`config.mk`:
```
export PLATFORM = sky130hd
export DESIGN_NAME = tmc16_timer
export DESIGN_NICKNAME = d
export VERILOG_FILES = /design/src/verilog/tmc16_pkg.sv /design/src/verilog/tmc16_capture_sync.sv /design/src/verilog/tmc16_timer.sv
export SDC_FILE = /design/constraint.sdc
export NUM_CORES = 1
export LEC_CHECK = 0
export ABC_AREA = 1
export BUFFER_PORTS_ARGS = -buffer_cell sky130_fd_sc_hd__buf_2
export CAP_MARGIN = 5
export CORE_MARGIN = 10
export CORE_UTILIZATION = 54
export CTS_BUF_LIST = sky130_fd_sc_hd__clkbuf_2
export DETAILED_ROUTE_END_ITERATION = 6
export PLACE_DENSITY_LB_ADDON = 0.1
export SYNTH_ARGS = -nofsm -noshare
export SYNTH_HDL_FRONTEND = slang
export SYNTH_SLANG_ARGS = --single-unit
```
`constraint.sdc`:
```
create_clock -name core_clk_i -period 3.5 [get_ports core_clk_i]
set_input_delay 0 -clock core_clk_i [delete_from_list [all_inputs] [get_ports core_clk_i]]
set_output_delay 0 -clock core_clk_i [all_outputs]
set_load 0.01 [all_outputs]
```
`src/verilog/tmc16_pkg.sv`:
```
// Package for the 16-bit timer with latch-based byte access.
// Assumes an 8-bit register port with byte addresses as printed.
package tmc16_pkg;

  // ----------------------------------------
  // Register offsets (byte addresses)
  // ----------------------------------------
  localparam logic [7:0] TMC16_ADDR_CAPTURE_LOW = 8'h26;
  localparam logic [7:0] TMC16_ADDR_CAPTURE_HIGH = 8'h27;
  localparam logic [7:0] TMC16_ADDR_COMPARE_B_LOW = 8'h28;
  localparam logic [7:0] TMC16_ADDR_COMPARE_B_HIGH = 8'h29;
  localparam logic [7:0] TMC16_ADDR_COMPARE_A_LOW = 8'h2A;
  localparam logic [7:0] TMC16_ADDR_COMPARE_A_HIGH = 8'h2B;
  localparam logic [7:0] TMC16_ADDR_COUNTER_LOW = 8'h2C;
  localparam logic [7:0] TMC16_ADDR_COUNTER_HIGH = 8'h2D;
  localparam logic [7:0] TMC16_ADDR_CONTROL = 8'h30;
  localparam logic [7:0] TMC16_ADDR_IRQ_STATUS = 8'h31;
  localparam logic [7:0] TMC16_ADDR_IRQ_MASK = 8'h32;

  // ----------------------------------------
  // Field positions and reset values
  // ----------------------------------------
  localparam int TMC16_CTRL_RUN_BIT = 0;
  localparam int TMC16_CTRL_EDGE_BIT = 1;
  localparam int TMC16_IRQ_CAPTURE_BIT = 0;
  localparam int TMC16_IRQ_OVERFLOW_BIT = 1;
  localparam logic [15:0] TMC16_WIDE_RESET = 16'h0000;
  localparam logic [7:0] TMC16_BYTE_RESET = 8'h00;

  // Which 16-bit register a byte address belongs to
  typedef enum logic [3:0]
  {
    TMC16_SEL_NONE = 4'b0000,
    TMC16_SEL_CAPTURE = 4'b0001,
    TMC16_SEL_COMPARE_B = 4'b0010,
    TMC16_SEL_COMPARE_A = 4'b0100,
    TMC16_SEL_COUNTER = 4'b1000
  } tmc16_sel_type;

endpackage

```
`src/verilog/tmc16_capture_sync.sv`:
```
// Capture pin synchroniser and selected-edge detector.
// Assumes the pin may change at any time relative to the clock.
`timescale 1ns/1ps
module tmc16_capture_sync
(
  // Clock and reset
  input wire logic clk_i,
  input wire logic rst_n_i,
  // Pin and edge choice
  input wire logic pin_i,
  input wire logic rising_i,
  // Detected edge
  output logic edge_o
);
  logic meta_r;
  logic sync_r;
  logic prev_r;

  // First stage feeds only the second stage
  always_ff @(posedge clk_i or negedge rst_n_i)
  begin
    if (!rst_n_i)
    begin
      meta_r <= 1'b0;
      sync_r <= 1'b0;
      prev_r <= 1'b0;
    end
    else
    begin
      meta_r <= pin_i;
      sync_r <= meta_r;
      prev_r <= sync_r;
    end
  end

  assign edge_o = rising_i ? (sync_r & ~prev_r) : (~sync_r & prev_r);
endmodule

```
`src/verilog/tmc16_timer.sv`:
```
// 16-bit timer with two compare registers and an input capture register,
// accessed as byte pairs through one shared byte latch.
// Assumes a CPU-side byte port with one-cycle strobes, read data next cycle.
//
// Added by the designer: strobed register access.
`timescale 1ns/1ps

module tmc16_timer
  import tmc16_pkg::*;
(
  // Clock and reset
  input wire logic core_clk_i,
  input wire logic rstn_i,
  // Register port
  input wire logic [7:0] reg_addr_i,
  input wire logic [7:0] reg_wdata_i,
  input wire logic reg_wr_i,
  input wire logic reg_rd_i,
  output logic [7:0] reg_rdata_o,
  // Timer clock ticks from the source selector
  input wire logic timer_tick_i,
  // Capture pin
  input wire logic capture_pin_i,
  // Status outputs
  output logic capture_flag_o,
  output logic [15:0] compare_a_o,
  output logic [15:0] compare_b_o,
  output logic [15:0] wide_counter_o,
  output logic irq_o
);
  import tmc16_pkg::*;

  // ----------------------------------------
  // Reset release
  // ----------------------------------------
  logic rst_meta_r;
  logic rst_n_r;

  always_ff @(posedge core_clk_i or negedge rstn_i)
  begin
    if (!rstn_i)
    begin
      rst_meta_r <= 1'b0;
      rst_n_r <= 1'b0;
    end
    else
    begin
      rst_meta_r <= 1'b1;
      rst_n_r <= rst_meta_r;
    end
  end

  // ----------------------------------------
  // Address decode
  // ----------------------------------------
  function automatic tmc16_sel_type sel_of(input logic [7:0] addr);
    case (addr)
      TMC16_ADDR_CAPTURE_LOW,
      TMC16_ADDR_CAPTURE_HIGH: sel_of = TMC16_SEL_CAPTURE;
      TMC16_ADDR_COMPARE_B_LOW,
      TMC16_ADDR_COMPARE_B_HIGH: sel_of = TMC16_SEL_COMPARE_B;
      TMC16_ADDR_COMPARE_A_LOW,
      TMC16_ADDR_COMPARE_A_HIGH: sel_of = TMC16_SEL_COMPARE_A;
      TMC16_ADDR_COUNTER_LOW,
      TMC16_ADDR_COUNTER_HIGH: sel_of = TMC16_SEL_COUNTER;
      default: sel_of = TMC16_SEL_NONE;
    endcase
  endfunction

  tmc16_sel_type sel;
  logic is_high;
  logic wr_low;
  logic wr_high;
  logic rd_low;
  logic rd_high;

  // In each pair the high byte sits at the odd address
  assign sel = sel_of(reg_addr_i);
  assign is_high = reg_addr_i[0];
  assign wr_low = reg_wr_i && (sel != TMC16_SEL_NONE) && !is_high;
  assign wr_high = reg_wr_i && (sel != TMC16_SEL_NONE) && is_high;
  assign rd_low = reg_rd_i && (sel != TMC16_SEL_NONE) && !is_high;
  assign rd_high = reg_rd_i && (sel != TMC16_SEL_NONE) && is_high;

  // ----------------------------------------
  // Control and interrupt registers
  // ----------------------------------------
  logic run_r;
  logic edge_rising_r;
  logic [1:0] irq_status_r;
  logic [1:0] irq_mask_r;
  logic ctrl_wr;
  logic stat_wr;
  logic mask_wr;

  assign ctrl_wr = reg_wr_i && (reg_addr_i == TMC16_ADDR_CONTROL);
  assign stat_wr = reg_wr_i && (reg_addr_i == TMC16_ADDR_IRQ_STATUS);
  assign mask_wr = reg_wr_i && (reg_addr_i == TMC16_ADDR_IRQ_MASK);

  always_ff @(posedge core_clk_i or negedge rst_n_r)
  begin
    if (!rst_n_r)
    begin
      run_r <= 1'b0;
      edge_rising_r <= 1'b0;
    end
    else if (ctrl_wr)
    begin
      run_r <= reg_wdata_i[TMC16_CTRL_RUN_BIT];
      edge_rising_r <= reg_wdata_i[TMC16_CTRL_EDGE_BIT];
    end
  end

  always_ff @(posedge core_clk_i or negedge rst_n_r)
  begin
    if (!rst_n_r)
    begin
      irq_mask_r <= 2'h0;
    end
    else if (mask_wr)
    begin
      irq_mask_r <= reg_wdata_i[1:0];
    end
  end

  // ----------------------------------------
  // Shared byte latch
  // ----------------------------------------
  logic [7:0] latch_r;
  logic [15:0] counter_r;
  logic [15:0] compare_a_r;
  logic [15:0] compare_b_r;
  logic [15:0] capture_r;
  logic [15:0] rd_word;
  logic [15:0] merged;

  always_comb
  begin
    case (sel)
      TMC16_SEL_CAPTURE: rd_word = capture_r;
      TMC16_SEL_COMPARE_B: rd_word = compare_b_r;
      TMC16_SEL_COMPARE_A: rd_word = compare_a_r;
      TMC16_SEL_COUNTER: rd_word = counter_r;
      default: rd_word = TMC16_WIDE_RESET;
    endcase
  end

  assign merged = {latch_r, reg_wdata_i};

  // One latch for all four registers
  always_ff @(posedge core_clk_i or negedge rst_n_r)
  begin
    if (!rst_n_r)
    begin
      latch_r <= TMC16_BYTE_RESET;
    end
    else if (wr_high && sel != TMC16_SEL_CAPTURE)
    begin
      latch_r <= reg_wdata_i;
    end
    else if (rd_low)
    begin
      latch_r <= rd_word[15:8];
    end
  end

  // ----------------------------------------
  // Counter
  // ----------------------------------------
  logic cnt_wr;
  logic cnt_wrap;

  assign cnt_wr = wr_low && (sel == TMC16_SEL_COUNTER);
  assign cnt_wrap = run_r && timer_tick_i && !cnt_wr &&
    (counter_r == 16'hFFFF);

  always_ff @(posedge core_clk_i or negedge rst_n_r)
  begin
    if (!rst_n_r)
    begin
      counter_r <= TMC16_WIDE_RESET;
    end
    else if (cnt_wr)
    begin
      counter_r <= merged;
    end
    else if (run_r && timer_tick_i)
    begin
      counter_r <= counter_r + 16'h0001;
    end
  end

  // ----------------------------------------
  // Compare registers
  // ----------------------------------------
  // Compare A via latch merge
  always_ff @(posedge core_clk_i or negedge rst_n_r)
  begin
    if (!rst_n_r)
    begin
      compare_a_r <= TMC16_WIDE_RESET;
    end
    else if (wr_low && sel == TMC16_SEL_COMPARE_A)
    begin
      compare_a_r <= merged;
    end
  end

  always_ff @(posedge core_clk_i or negedge rst_n_r)
  begin
    if (!rst_n_r)
    begin
      compare_b_r <= TMC16_WIDE_RESET;
    end
    else if (wr_low && sel == TMC16_SEL_COMPARE_B)
    begin
      compare_b_r <= merged;
    end
  end

  // ----------------------------------------
  // Input capture
  // ----------------------------------------
  logic capture_edge;

  tmc16_capture_sync u_sync
  (
    .clk_i(core_clk_i),
    .rst_n_i(rst_n_r),
    .pin_i(capture_pin_i),
    .rising_i(edge_rising_r),
    .edge_o(capture_edge)
  );

  always_ff @(posedge core_clk_i or negedge rst_n_r)
  begin
    if (!rst_n_r)
    begin
      capture_r <= TMC16_WIDE_RESET;
    end
    else if (capture_edge)
    begin
      capture_r <= counter_r;
    end
  end

  // Set wins over a same-cycle clear so no event is lost
  // Flag with the copy
  always_ff @(posedge core_clk_i or negedge rst_n_r)
  begin
    if (!rst_n_r)
    begin
      irq_status_r <= 2'h0;
    end
    else
    begin
      irq_status_r[TMC16_IRQ_CAPTURE_BIT] <= capture_edge ||
        (irq_status_r[TMC16_IRQ_CAPTURE_BIT] &&
         !(stat_wr && reg_wdata_i[TMC16_IRQ_CAPTURE_BIT]));
      irq_status_r[TMC16_IRQ_OVERFLOW_BIT] <= cnt_wrap ||
        (irq_status_r[TMC16_IRQ_OVERFLOW_BIT] &&
         !(stat_wr && reg_wdata_i[TMC16_IRQ_OVERFLOW_BIT]));
    end
  end

  // ----------------------------------------
  // Read data
  // ----------------------------------------
  logic [7:0] rdata_nxt;
  logic [7:0] rdata_r;

  always_comb
  begin
    rdata_nxt = TMC16_BYTE_RESET;
    if (rd_low)
    begin
      rdata_nxt = rd_word[7:0];
    end
    else if (rd_high)
    begin
      rdata_nxt = latch_r;
    end
    else if (reg_rd_i)
    begin
      case (reg_addr_i)
        TMC16_ADDR_CONTROL: rdata_nxt = {6'h00, edge_rising_r, run_r};
        TMC16_ADDR_IRQ_STATUS: rdata_nxt = {6'h00, irq_status_r};
        TMC16_ADDR_IRQ_MASK: rdata_nxt = {6'h00, irq_mask_r};
        default: rdata_nxt = TMC16_BYTE_RESET;
      endcase
    end
  end

  // Data held only in the cycle after the read
  always_ff @(posedge core_clk_i or negedge rst_n_r)
  begin
    if (!rst_n_r)
    begin
      rdata_r <= TMC16_BYTE_RESET;
    end
    else
    begin
      rdata_r <= rdata_nxt;
    end
  end

  assign reg_rdata_o = rdata_r;
  assign capture_flag_o = irq_status_r[TMC16_IRQ_CAPTURE_BIT];
  assign compare_a_o = compare_a_r;
  assign compare_b_o = compare_b_r;
  assign wide_counter_o = counter_r;
  assign irq_o = |(irq_status_r & irq_mask_r);
endmodule

```
== Yosys cells after proc, flatten, opt, wreduce, memory -nomap -nowiden ==
Cells that the tools add are included.

* Bits in registers: 91
* Input port bits: 22
* Output and inout port bits: 58

* $add $sub $neg: 1
* Eq/ne operators: 17
* Multiplexer cells: 11
* Bitwise gates (word level): 5
* Reduce and logical (&&, ||, !) cells: 34

{| class="wikitable"
|+ Operators with widths
! operator !! number
|-
| == test 8 x 6 -> 1 bit, second input constant || 11
|-
| case mux 16 bit (4 select lines) || 1
|-
| two-way mux 8 bit || 5
|-
| two-way mux 16 bit || 2
|-
| logical AND 1 bit || 20
|-
| adder 16 x 1 -> 16 bit, second input constant || 1
|-
| == test 16 bit, second input constant || 1
|-
| case mux 4 bit (4 select lines) || 1
|-
| OR reduction 2 bit || 5
|-
| case mux 2 bit (3 select lines) || 1
|-
| == test 4 x 1 -> 1 bit, second input constant || 1
|-
| == test 4 x 2 -> 1 bit, second input constant || 1
|-
| == test 4 x 3 -> 1 bit, second input constant || 1
|-
| == test 4 bit, second input constant || 1
|-
| zero test 1 bit || 4
|-
| != test 4 x 1 -> 1 bit, second input constant || 1
|-
| nonzero test 2 bit || 2
|-
| nonzero test 4 bit || 1
|-
| bitwise AND 1 bit || 2
|-
| bitwise AND 2 bit || 1
|-
| logical OR 1 bit || 2
|-
| inverter 1 bit || 2
|-
| two-way mux 1 bit || 1
|}

== Longest topological paths before layout ==
Gate-level depths: netlist of run 1.

* Depth after elaboration: 11
* Mapped depth: 11
* Mapped depth without buffers: 11

== Modules after synthesis ==
A second synthesis of run 1 with hierarchy kept.

* Cells, all modules: 557
* Area, all modules: 4,436.8 µm²

{| class="wikitable"
|+ By module, submodules not included
! module !! times used !! cells each !! area an instance (µm²) !! seq. area each (µm²)
|-
| tmc16_timer || 1 || 548 || 4,336.7 || 2,202.1
|-
| tmc16_capture_sync || 1 || 9 || 100.1 || 75.1
|}

== Least setup slack after synthesis of run 1 ==
No wires, ideal clock.

* Path type: flip-flop to flip-flop
* Start point: register edge_rising_r
* End point: register capture_r[10]
* Setup time: 0.125 ns
* Data arrival time: 1.449 ns
* Required time: 3.375 ns
* Slack: 1.926 ns
* Stages on the path, launching flop included: 5
* Path buffers: 1
* Period minus slack after synthesis: 1.574 ns
* Cells stage by stage: dfrtp_1 > or3_1 > nand2_1 > buf_2 > mux2_2

* Longest elaborated chain between the ends: 1

{| class="wikitable"
|+ RTL lines
! element !! line !! text
|-
| start: declaration || tmc16_timer.sv:89 || <nowiki>logic edge_rising_r;</nowiki>
|-
| start signal: assignment || tmc16_timer.sv:110 || <nowiki>edge_rising_r <= reg_wdata_i[TMC16_CTRL_EDGE_BIT];</nowiki>
|-
| two-way mux 1 bit || tmc16_capture_sync.sv:36 || <nowiki>assign edge_o = rising_i ? (sync_r & ~prev_r) : (~sync_r & prev_r);</nowiki>
|-
| end signal: assignment || tmc16_timer.sv:243 || <nowiki>capture_r <= counter_r;</nowiki>
|-
| end: declaration || tmc16_timer.sv:133 || <nowiki>logic [15:0] capture_r;</nowiki>
|}

No other way between the ends.
A chain may end at the register's enable or synchronous reset.

== Worst setup path in the final report of run 1 ==
* Start point: input reg_addr_i[6]
* End point: register rdata_r[0] (netlist: reg_rdata_o[0])

* Longest elaborated chain between the ends: 8
* Elaborated cells between the ends (all ways): 29
* Those cells by class: 15 x eq/ne; 6 x mux; 8 x reduce/logical

{| class="wikitable"
|+ RTL lines
! element !! line !! text
|-
| start: declaration || tmc16_timer.sv:15 || <nowiki>input wire logic [7:0] reg_addr_i,</nowiki>
|-
| parallel branches: the longest is 7 deep, another holds case mux 16 bit (4 select lines) || - ||
|-
| two-way mux 8 bit * || tmc16_timer.sv:275 || <nowiki>if (rd_low)</nowiki>
|-
| via rdata_nxt[0] || tmc16_timer.sv:269 || <nowiki>logic [7:0] rdata_nxt;</nowiki>
|-
| end signal: assignment || tmc16_timer.sv:303 || <nowiki>rdata_r <= rdata_nxt;</nowiki>
|-
| end: declaration || tmc16_timer.sv:270 || <nowiki>logic [7:0] rdata_r;</nowiki>
|}

Mark *: on every way through the listed nets, which the timed path passes.

==> results.txt, run 1 <==
Mux cell area share after synthesis: 2.27%
Compound-Gate Fraction of Synth Area: 11.2%
DRT iter0 DRCs: 520
Min Clock Period, post-route: 2.17 ns
# nets final: 667
Post-DR wirelength/cell: 17.4 um
Final Cycle Share: 62.1%
Worst Max-Slew Pin Slew: 1.03 ns
Std cell rows: 33
Initial core utilization: 55.0%
Post-route ant nets: 0
H-tree Lvls: 3
Syn_nets: 566
Post-CTS setup buffers: 0
Type of origin of the critical path: input port
Max cap viols: 0
Cells after Synth: 543
Post-Route WL: 13100 um
Critical path class: input port to flip-flop
Maximum fanout along the worst path: 4
TritonCTS buffer count: 9
Commonest non-fill, non-tap cell in the layout: nand2_1
Min-delay src: capture_pin_i
Drt via density: 5.57
Worst-skew pair later-pin latency: 0.59 ns
Warning count from the yosys run: 0
Die height: 111 um
Main combinational cell family by area after synthesis: simple AND/OR/NAND/NOR gates
Slew Viols, Final: 0
Die Width: 111 um
CP endpoint kind: flip-flop
Ports: 80
Final setup violation count: 0
CTS tree: done
Seq/Total Area, Yosys: 50.9%
Min-delay worst type: input port to flip-flop
PortBufs: 79
CP required: 4.05 ns
Post-Synth Simple-Gate Area: 26.9%
Busiest layer in global routing: met2
Reg2reg start: edge_rising_r
Die area: 0.0123 mm2
Clock buffer depth: 2
Share of layout cells above drive strength 1: 19.7%
Max transition margin: 31.2%
Global-route met3 utilization: 4.38%
Post-synthesis xor/xnor area fraction: 1.96%
DRC: 0
Syn avg cell area: 8.24 um2
Total chip power: 2010 uW
Setup_tns: 0 ns
Final Skew: 0.0202 ns
P_leak: 0.00274 uW
Vias in the first global route: 3985
Clk slew on worst S/H paths: 0.25 ns
Via count: 4200
Largest net degree at the start of global routing: 82
Most frequent cells in the layout: nand2_1 (150), dfrtp_1 (90), buf_2 (79)
Synth cell types: 35
Synth Area in Adders: 0.280%
Core Footprint: 0.00813 mm2
Clk sink count: 91
Worst EP arrival: 2.72 ns
Flip-flop and latch count after synthesis: 91
Antenna cells: 0
Initial antenna violation count: 0
Synth-to-Final Area Change: 19.6%
RSZ-0062 raised after global routing: false
DRT Pass-1 Iters: 5
Placer Congestion: 0.875
Detailed placer's ending HPWL: 9240 um
Pwr Density: 376 mW/mm2
Status: finished, final reports clean
Grt met2 use: 31.6%
Max Freq: 460 MHz
Syn Std Cell Area: 0.00447 mm2
Routing usage on met1: 29.0%
Final hold viol count: 0
Tot GR Track Use: 20.9%
Root Buffer: clkbuf_2
VDD IR max: 0.260 mV
First-pass GRT wire length: 21200 um
Grt total ovfl: 0
Crit path from: reg_addr_i[6]
## cells in the mapped netlist (all sizes together)
cell     instances  area [um2]
a21o             2        15.0
conb             1        3.75
nor3             5        25.0
o21ai           70         350
dfrtp           91        2280
a22o             1        8.76
nand2          152         581
inv             49         184
buf             15        86.3
xnor2            4        35.0
or3              1        6.26
o22ai            6        37.5
a21oi           15        82.6
nand3           66         340
clkbuf           3        11.3
or2              1        6.26
nand4            7        50.1
mux2             9         101
ha               1        12.5
o2111ai          1        8.76
nor2            36         193
xor2             6        52.6
clkinv           1        3.75
## metrics by stage
step | hold WS, ns | utilization [%] | area (um2) | setup WS [ns] | std cells
after detailed placement | -0.214 | 60.9 | 4950 | 1.30 | 715
after CTS | 0.0356 | 65.8 | 5350 | 1.36 | 754
after global placement | -0.215 | 60.9 | 4950 | 1.48 | 715
after floorplan | -0.296 | - | 4470 | 0.778 | 543
final | 0.0392 | 65.8 | 5350 | 1.33 | 754
after global routing | 0.0373 | 65.8 | 5350 | 1.10 | 754
## sequential cells by signal, indices dropped and copies added (netlist names), 2 cells and up
signal,count
compare_b_o,16
irq_mask_r,2
capture_r,16
wide_counter_o,16
latch_r,8
irq_status_r,2
compare_a_o,16
reg_rdata_o,8
## final cells by class
type	count	area [um2]
inverters	50	188
flip-flops and latches	91	2280
repair buffers	108	671
multi-input cells	384	1910
clock buffers	9	45.0
well taps	105	131
clock inverters	7	124
fillers	704	2790
## kinds of logic (layout without fill, tap and decap cells)
kind of cell,Yosys count,after routing
buffers and inverters,68,174
flip-flops,91,91
XOR/XNOR,10,10
AND/OR/NAND/NOR,268,268
adder cells (fa/ha/maj),1,1
multiplexers,9,9
AO/OA/AOI/OAI,95,95
other,1,1
## where the power goes
part	internal, uW	switching (uW)
clock network	314	385
logic	66.4	94.8
registers	1090	62.8
total	1470	543
## repair_timing
item                                   in CTS  in global routing
hold buffers                               23                  0
gates resized for setup                     0                  0
endpoints found under the hold margin      50                  0
## metal layers
layer	vias up	part of all wire, %
met5	-	0
met4	0	2.5
met3	30	9.8
met2	225	44
met1	1960	44
li1	1985	-
## final timing paths
path / to / slack (ns) / depth (start not counted)
worst max-delay path: reg_rdata_o[0] / 1.33 / 11
worst min-delay path: u_sync.meta_r / 0.04 / 2
worst max register to register: capture_r[1] / 1.57 / 3
max in group asynchronous: wide_counter_o[2] / 2.25 / 1
min in group asynchronous: rst_n_r / 0.20 / 3
worst min register to register: u_sync.sync_r / 0.39 / 0
## critical path, stage by stage
cell,delay [ns]
dlygate4sd3_1,0.55
buf_2,0.14
nor2_1,0.15
dlygate4sd3_1,0.59
nand3_1,0.13
nor3_1,0.31
nand2_1,0.08
nand3_1,0.09
nand2_1,0.06
nand3_1,0.08
dlygate4sd3_1,0.55
Note: power is estimated with default switching activity, not from simulation.
==> inputs of run 2 (changes only) <==
- clock period: 3.5 -> 2.1 ns (I/O delays scaled with it)
==> results.txt, run 2 (synthesis results as in run 1) <==
Ports: 80 (unchanged)
Post-CTS resize count: 0 (unchanged)
Post-Route WL: 13500 um (was 13100 um)
Std cell rows: 33 (unchanged)
Max cap viols: 0 (unchanged)
Final hold viol count: 0 (unchanged)
Final Skew: 0.0275 ns (was 0.0202 ns)
Post-DR wirelength/cell: 17.8 um (was 17.4 um)
Root Buffer: clkbuf_2 (unchanged)
First-pass GRT wire length: 22000 um (was 21200 um)
TritonCTS buffer count: 9 (unchanged)
Worst Max-Slew Pin Slew: 0.755 ns (was 1.03 ns)
Grt met2 use: 34.9% (was 31.6%)
Routing usage on met1: 28.8% (was 29.0%)
DRC: 0 (unchanged)
Antenna cells: 0 (unchanged)
Commonest non-fill, non-tap cell in the layout: nand2_1 (unchanged)
Share of layout cells above drive strength 1: 20.1% (was 19.7%)
Busiest layer in global routing: met2 (unchanged)
Worst hold slack: 0.0717 ns (was 0.0392 ns)
DP Area: 0.00500 mm2 (was 0.00495 mm2)
Grt total ovfl: 0 (unchanged)
Largest net degree at the start of global routing: 42 (was 82)
Min Clock Period, post-route: 2.05 ns
Max Freq: 488 MHz
Worst-skew pair later-pin latency: 0.55 ns (was 0.59 ns)
P_leak: 0.00276 uW (was 0.00274 uW)
Fillers: 701 (was 704)
Die Width: 111 um (unchanged)
Core Footprint: 0.00813 mm2 (unchanged)
Slew Viols, Final: 0 (unchanged)
H-tree Lvls: 3 (unchanged)
Multi-input logic area: 0.00191 mm2 (unchanged)
RSZ-0062 raised after global routing: false (unchanged)
Final Cycle Share: 97.7%
Worst EP arrival: 2.54 ns (was 2.72 ns)
Status: finished, final reports clean (unchanged)
Min-delay worst type: input port to flip-flop (unchanged)
Die area: 0.0123 mm2 (unchanged)
Post-CTS setup buffers: 0 (unchanged)
Synth-to-Final Area Change: 20.4% (was 19.6%)
CTS Hold Buffers Added: 23 (unchanged)
Global-route met3 utilization: 5.14% (was 4.38%)
Post-route ant nets: 0 (unchanged)
Final instance area: 0.00538 mm2 (was 0.00535 mm2)
# nets final: 672 (was 667)
Detailed placer's ending HPWL: 9500 um (was 9240 um)
Pwr Density: 615 mW/mm2 (was 376 mW/mm2)
DRT iter0 DRCs: 342 (was 520)
VDD IR max: 0.350 mV (was 0.260 mV)
Crit path setup slack, layout: 0.0488 ns (was 1.33 ns)
Most frequent cells in the layout: nand2_1 (150), dfrtp_1 (90), buf_2 (79) (unchanged)
CP endpoint kind: flip-flop (unchanged)
Tot GR Track Use: 21.7% (was 20.9%)
PortBufs: 79 (unchanged)
Die height: 111 um (unchanged)
Final setup violation count: 0 (unchanged)
DRT Pass-1 Iters: 7 (was 5)
Register Area: 0.00228 mm2 (unchanged)
Drt via density: 5.56 (was 5.57)
Clock buffer depth: 2 (unchanged)
Critical path class: input port to flip-flop (unchanged)
Clk sink count: 91 (unchanged)
Maximum fanout along the worst path: 19 (was 4)
Vias in the first global route: 4223 (was 3985)
Via count: 4211 (was 4200)
Pre-CTS setup slack: 0.259 ns (was 1.30 ns)
Clk slew on worst S/H paths: 0.25 ns (about the same)
CTS tree: done (unchanged)
Initial core utilization: 55.0% (unchanged)
Max transition margin: 49.6% (was 31.2%)
CP required: 2.59 ns (was 4.05 ns)
Initial antenna violation count: 0 (unchanged)
Setup_tns: 0 ns (unchanged)
Type of origin of the critical path: input port (unchanged)
Placer Congestion: 0.873 (was 0.875)
[run 2: worst max-delay path, cell delays in order]
cell and delay (ns):
dlygate4sd3_1 0.55, buf_2 0.12, nor2_1 0.16, nand2_2 0.18, nor2_1 0.23, buf_4 0.31
inv_1 0.12, nor2_1 0.10, o21ai_0 0.12, nand3_1 0.08, dlygate4sd3_1 0.56
[run 2: layer usage]
metal	wire length (um)	share of wire, %
met5	0	0
met4	167	1.2
met3	1150	8.6
met2	6330	47
met1	5810	43
[run 2: path summary, 6_finish.rpt]
check | slack [ns] | to | from | depth (start not counted)
max | 0.05 | reg_rdata_o[0] | reg_addr_i[7] | 11
min | 0.07 | u_sync.meta_r | capture_pin_i | 2
max reg2reg | 0.22 | wide_counter_o[15] | run_r | 9
min reg2reg | 0.29 | u_sync.meta_r | rst_n_r | 0
max in group asynchronous | 1.18 | capture_r[14] | rst_n_r | 1
min in group asynchronous | 0.24 | rst_n_r | rstn_i | 3
[run 2: area by class of cell]
type | count | area share [%]
clock buffers | 10 | 0.930
clock inverters | 5 | 1.91
inverters | 50 | 3.49
multi-input cells | 384 | 35.5
flip-flops and latches | 91 | 42.4
well taps | 105 | 2.44
repair buffers | 113 | 13.4
[run 2: report_power, final]
part	total, uW	switching [uW]	internal [uW]
Sequential	1900	81.0	1820
Combinational	300	185	115
Clock	1110	602	512
[run 2: stage by stage]
step	utilization [%]	power [uW]	instances
global route	66.2	3440	758
finish	66.2	3310	758
detailed placement	61.5	2190	720
global placement	61.5	2180	720
CTS	66.2	3320	758
floorplan	-	2050	543
==> inputs of run 3 (changes only) <==
--- a/config.mk
+++ b/config.mk
@@ -7,5 +7,5 @@
 export LEC_CHECK = 0
 export ABC_AREA = 1
-export BUFFER_PORTS_ARGS = -buffer_cell sky130_fd_sc_hd__buf_2
+export BUFFER_PORTS_ARGS = -buffer_cell sky130_fd_sc_hd__clkbuf_2
 export CAP_MARGIN = 5
 export CORE_MARGIN = 10
==> constraint.sdc (replaced) <==
create_clock -name core_clk_i -period 2.1 [get_ports core_clk_i]
set_input_delay 0.42 -clock core_clk_i [delete_from_list [all_inputs] [get_ports core_clk_i]]
set_output_delay 0.42 -clock core_clk_i [all_outputs]
set_load 0.01 [all_outputs]
==> results.txt, run 3 (synthesis results as in run 1) <==
Die area: 0.0123 mm2 (unchanged)
Placer Congestion: 0.908 (was 0.873)
Post-route ant nets: 0 (unchanged)
Final instance area: 0.00526 mm2 (was 0.00538 mm2)
Max Freq: 534 MHz (was 488 MHz)
Critical path class: flip-flop to flip-flop (was input port to flip-flop)
Share of layout cells above drive strength 1: 22.3% (was 20.1%)
Most frequent cells in the layout: nand2_1 (150), dfrtp_1 (90), clkbuf_2 (89) (was nand2_1 (150), dfrtp_1 (90), buf_2 (79))
R2R depth: 9 (unchanged)
Status: finished, final reports clean (unchanged)
Final hold viol count: 0 (unchanged)
Worst setup path endpoint: wide_counter_o[10] (was reg_rdata_o[0])
Max stage delay on crit path: 0.58 ns (was 0.56 ns)
R2R setup slack: 0.23 ns (was 0.22 ns)
Global-route met3 utilization: 5.14% (unchanged)
CTS tree: done (unchanged)
Reg-to-Reg End: wide_counter_o[10] (was wide_counter_o[15])
Die height: 111 um (unchanged)
CP top delay family: flip-flops (was buffers and inverters)
CP max stage cell: dfrtp_1 (was dlygate4sd3_1)
Synth-to-Final Area Change: 17.7% (was 20.4%)
TritonCTS buffer count: 9 (unchanged)
PortBufs: 79 (unchanged)
Post-Route WL: 13300 um (was 13500 um)
Setup_tns: 0 ns (unchanged)
Worst Max-Slew Pin Slew: 0.656 ns (was 0.755 ns)
Pwr Density: 609 mW/mm2 (was 615 mW/mm2)
Grt met2 use: 33.5% (was 34.9%)
Slew Viols, Final: 0 (unchanged)
P_leak: 0.00271 uW (was 0.00276 uW)
Largest net degree at the start of global routing: 56 (was 42)
DP Area: 0.00510 mm2 (was 0.00500 mm2)
Post-DR wirelength/cell: 17.7 um (was 17.8 um)
Root Buffer: clkbuf_2 (unchanged)
Final Cycle Share: 89.3% (was 97.7%)
Hold path depth: 3 (was 2)
Tot GR Track Use: 21.2% (was 21.7%)
VDD IR max: 0.331 mV (was 0.350 mV)
Clk sink count: 91 (unchanged)
First-pass GRT wire length: 21600 um (was 22000 um)
Max cap viols: 0 (unchanged)
Max transition margin: 56.2% (was 49.6%)
Busiest layer in global routing: met2 (unchanged)
CP Depth: 9 (was 11)
Final Skew: 0.0340 ns (was 0.0275 ns)
Via count: 4202 (was 4211)
Crit path from: wide_counter_o[1] (was reg_addr_i[7])
CP endpoint kind: flip-flop (unchanged)
Vias in the first global route: 4049 (was 4223)
Clock buffer depth: 2 (unchanged)
# nets final: 663 (was 672)
Maximum fanout along the worst path: 6 (was 19)
Antenna cells: 0 (unchanged)
CP required: 2.55 ns (was 2.59 ns)
Pre-CTS setup slack: 0.0447 ns (was 0.259 ns)
Drt via density: 5.60 (was 5.56)
Worst-skew pair later-pin latency: 0.56 ns (was 0.55 ns)
Post-CTS resize count: 0 (unchanged)
Initial core utilization: 55.0% (unchanged)
Type of origin of the critical path: flip-flop (was input port)
Final setup violation count: 0 (unchanged)
Core Footprint: 0.00813 mm2 (unchanged)
RSZ-0062 raised after global routing: false (unchanged)
Clk slew on worst S/H paths: 0.26 ns (was 0.25 ns)
Worst hold slack: 0.0912 ns (was 0.0717 ns)
Detailed placer's ending HPWL: 9930 um (was 9500 um)
Ports: 80 (unchanged)
DRT iter0 DRCs: 323 (was 342)
Worst EP arrival: 2.32 ns (was 2.54 ns)
Die Width: 111 um (unchanged)
Buf+Inv Stages, Crit Path: 2 (was 5)
Routing usage on met1: 28.8% (about the same)
H-tree Lvls: 3 (unchanged)
Commonest non-fill, non-tap cell in the layout: nand2_1 (unchanged)
Worst-path cell chain: ha_1 > nand2_1 > inv_1 > nand3_1 > nor2_1 > xnor2_1 > nand2_1 > o21ai_0 > inv_1 (was dlygate4sd3_1 > buf_2 > nor2_1 > nand2_2 > nor2_1 > buf_4 > inv_1 > nor2_1 > o21ai_0 > nand3_1 > dlygate4sd3_1)
Min Clock Period, post-route: 1.87 ns (was 2.05 ns)
Reg2reg start: wide_counter_o[1] (was run_r)
DRC: 0 (unchanged)
DRT Pass-1 Iters: 5 (was 7)
Crit path setup slack, layout: 0.226 ns (was 0.0488 ns)
Std cell rows: 33 (unchanged)
Grt total ovfl: 0 (unchanged)
Initial antenna violation count: 0 (unchanged)
Min-delay worst type: input port to flip-flop (unchanged)
-- run 3: cell count changes in the layout (fill, tap and decap cells not counted) --
cell           previous run  this run
buf_12                    1         2
buf_2                    79         0
buf_4                    10        21
bufinv_16                 3         2
clkbuf_2                 10        89
clkinvlp_4                0         1
dlygate4sd3_1            23         2
inv_6                     1         2
-- run 3: timing repair --
| item | 4_1_cts | 5_1_grt |
|---|---|---|
| endpoints found under the hold margin | 3 | 0 |
| hold buffers | 2 | 0 |
| setup buffers | 0 | 0 |
-- run 3: per-layer routing --
metal | vias to the layer above | routed length (um) | part of all wire, %
met1 | 2010 | 5860 | 44
met4 | 0 | 125 | 0.94
met5 | - | 0 | 0
li1 | 1984 | - | -
met2 | 194 | 6130 | 46
met3 | 14 | 1180 | 8.9
-- run 3: power by group --
group	switching [uW]	total (uW)	internal [uW]
clock network	630	1030	404
registers	87.2	1900	1820
logic	171	265	94.3
-- run 3: worst min path at each step --
stage                    from             end  slack, ns
2_1_floorplan          rstn_i      rst_meta_r       0.12
3_3_place_gp           rstn_i      rst_meta_r       0.21
3_5_place_dp           rstn_i      rst_meta_r       0.21
4_1_cts        reg_wdata_i[4]  compare_a_o[4]       0.08
5_1_grt        reg_wdata_i[4]  compare_a_o[4]       0.05
6_report       reg_wdata_i[4]  compare_a_o[4]       0.09
-- run 3: final cells by class --
class | instances | area, um2
inverter | 50 | 188
clock buffer | 10 | 50.0
tap | 105 | 131
multi-input combinational | 384 | 1910
sequential | 91 | 2280
timing repair buffer | 104 | 613
fill | 743 | 2870
clock inverter | 6 | 88.8
-- run 3: through the flow --
step | power, uW | cells | utilization, %
global route | 3320 | 750 | 64.7
finish | 3200 | 750 | 64.7
floorplan | 2050 | 543 | -
CTS | 3200 | 750 | 64.7
detailed placement | 2190 | 732 | 62.7
global placement | 2190 | 732 | 62.7
-- run 3: worst register-to-register path: stages (launching register included) --
cell	delay, ns
dfrtp_1	0.58
ha_1	0.23
nand2_1	0.06
inv_1	0.13
nand3_1	0.16
nor2_1	0.25
xnor2_1	0.16
nand2_1	0.06
o21ai_0	0.10
inv_1	0.06
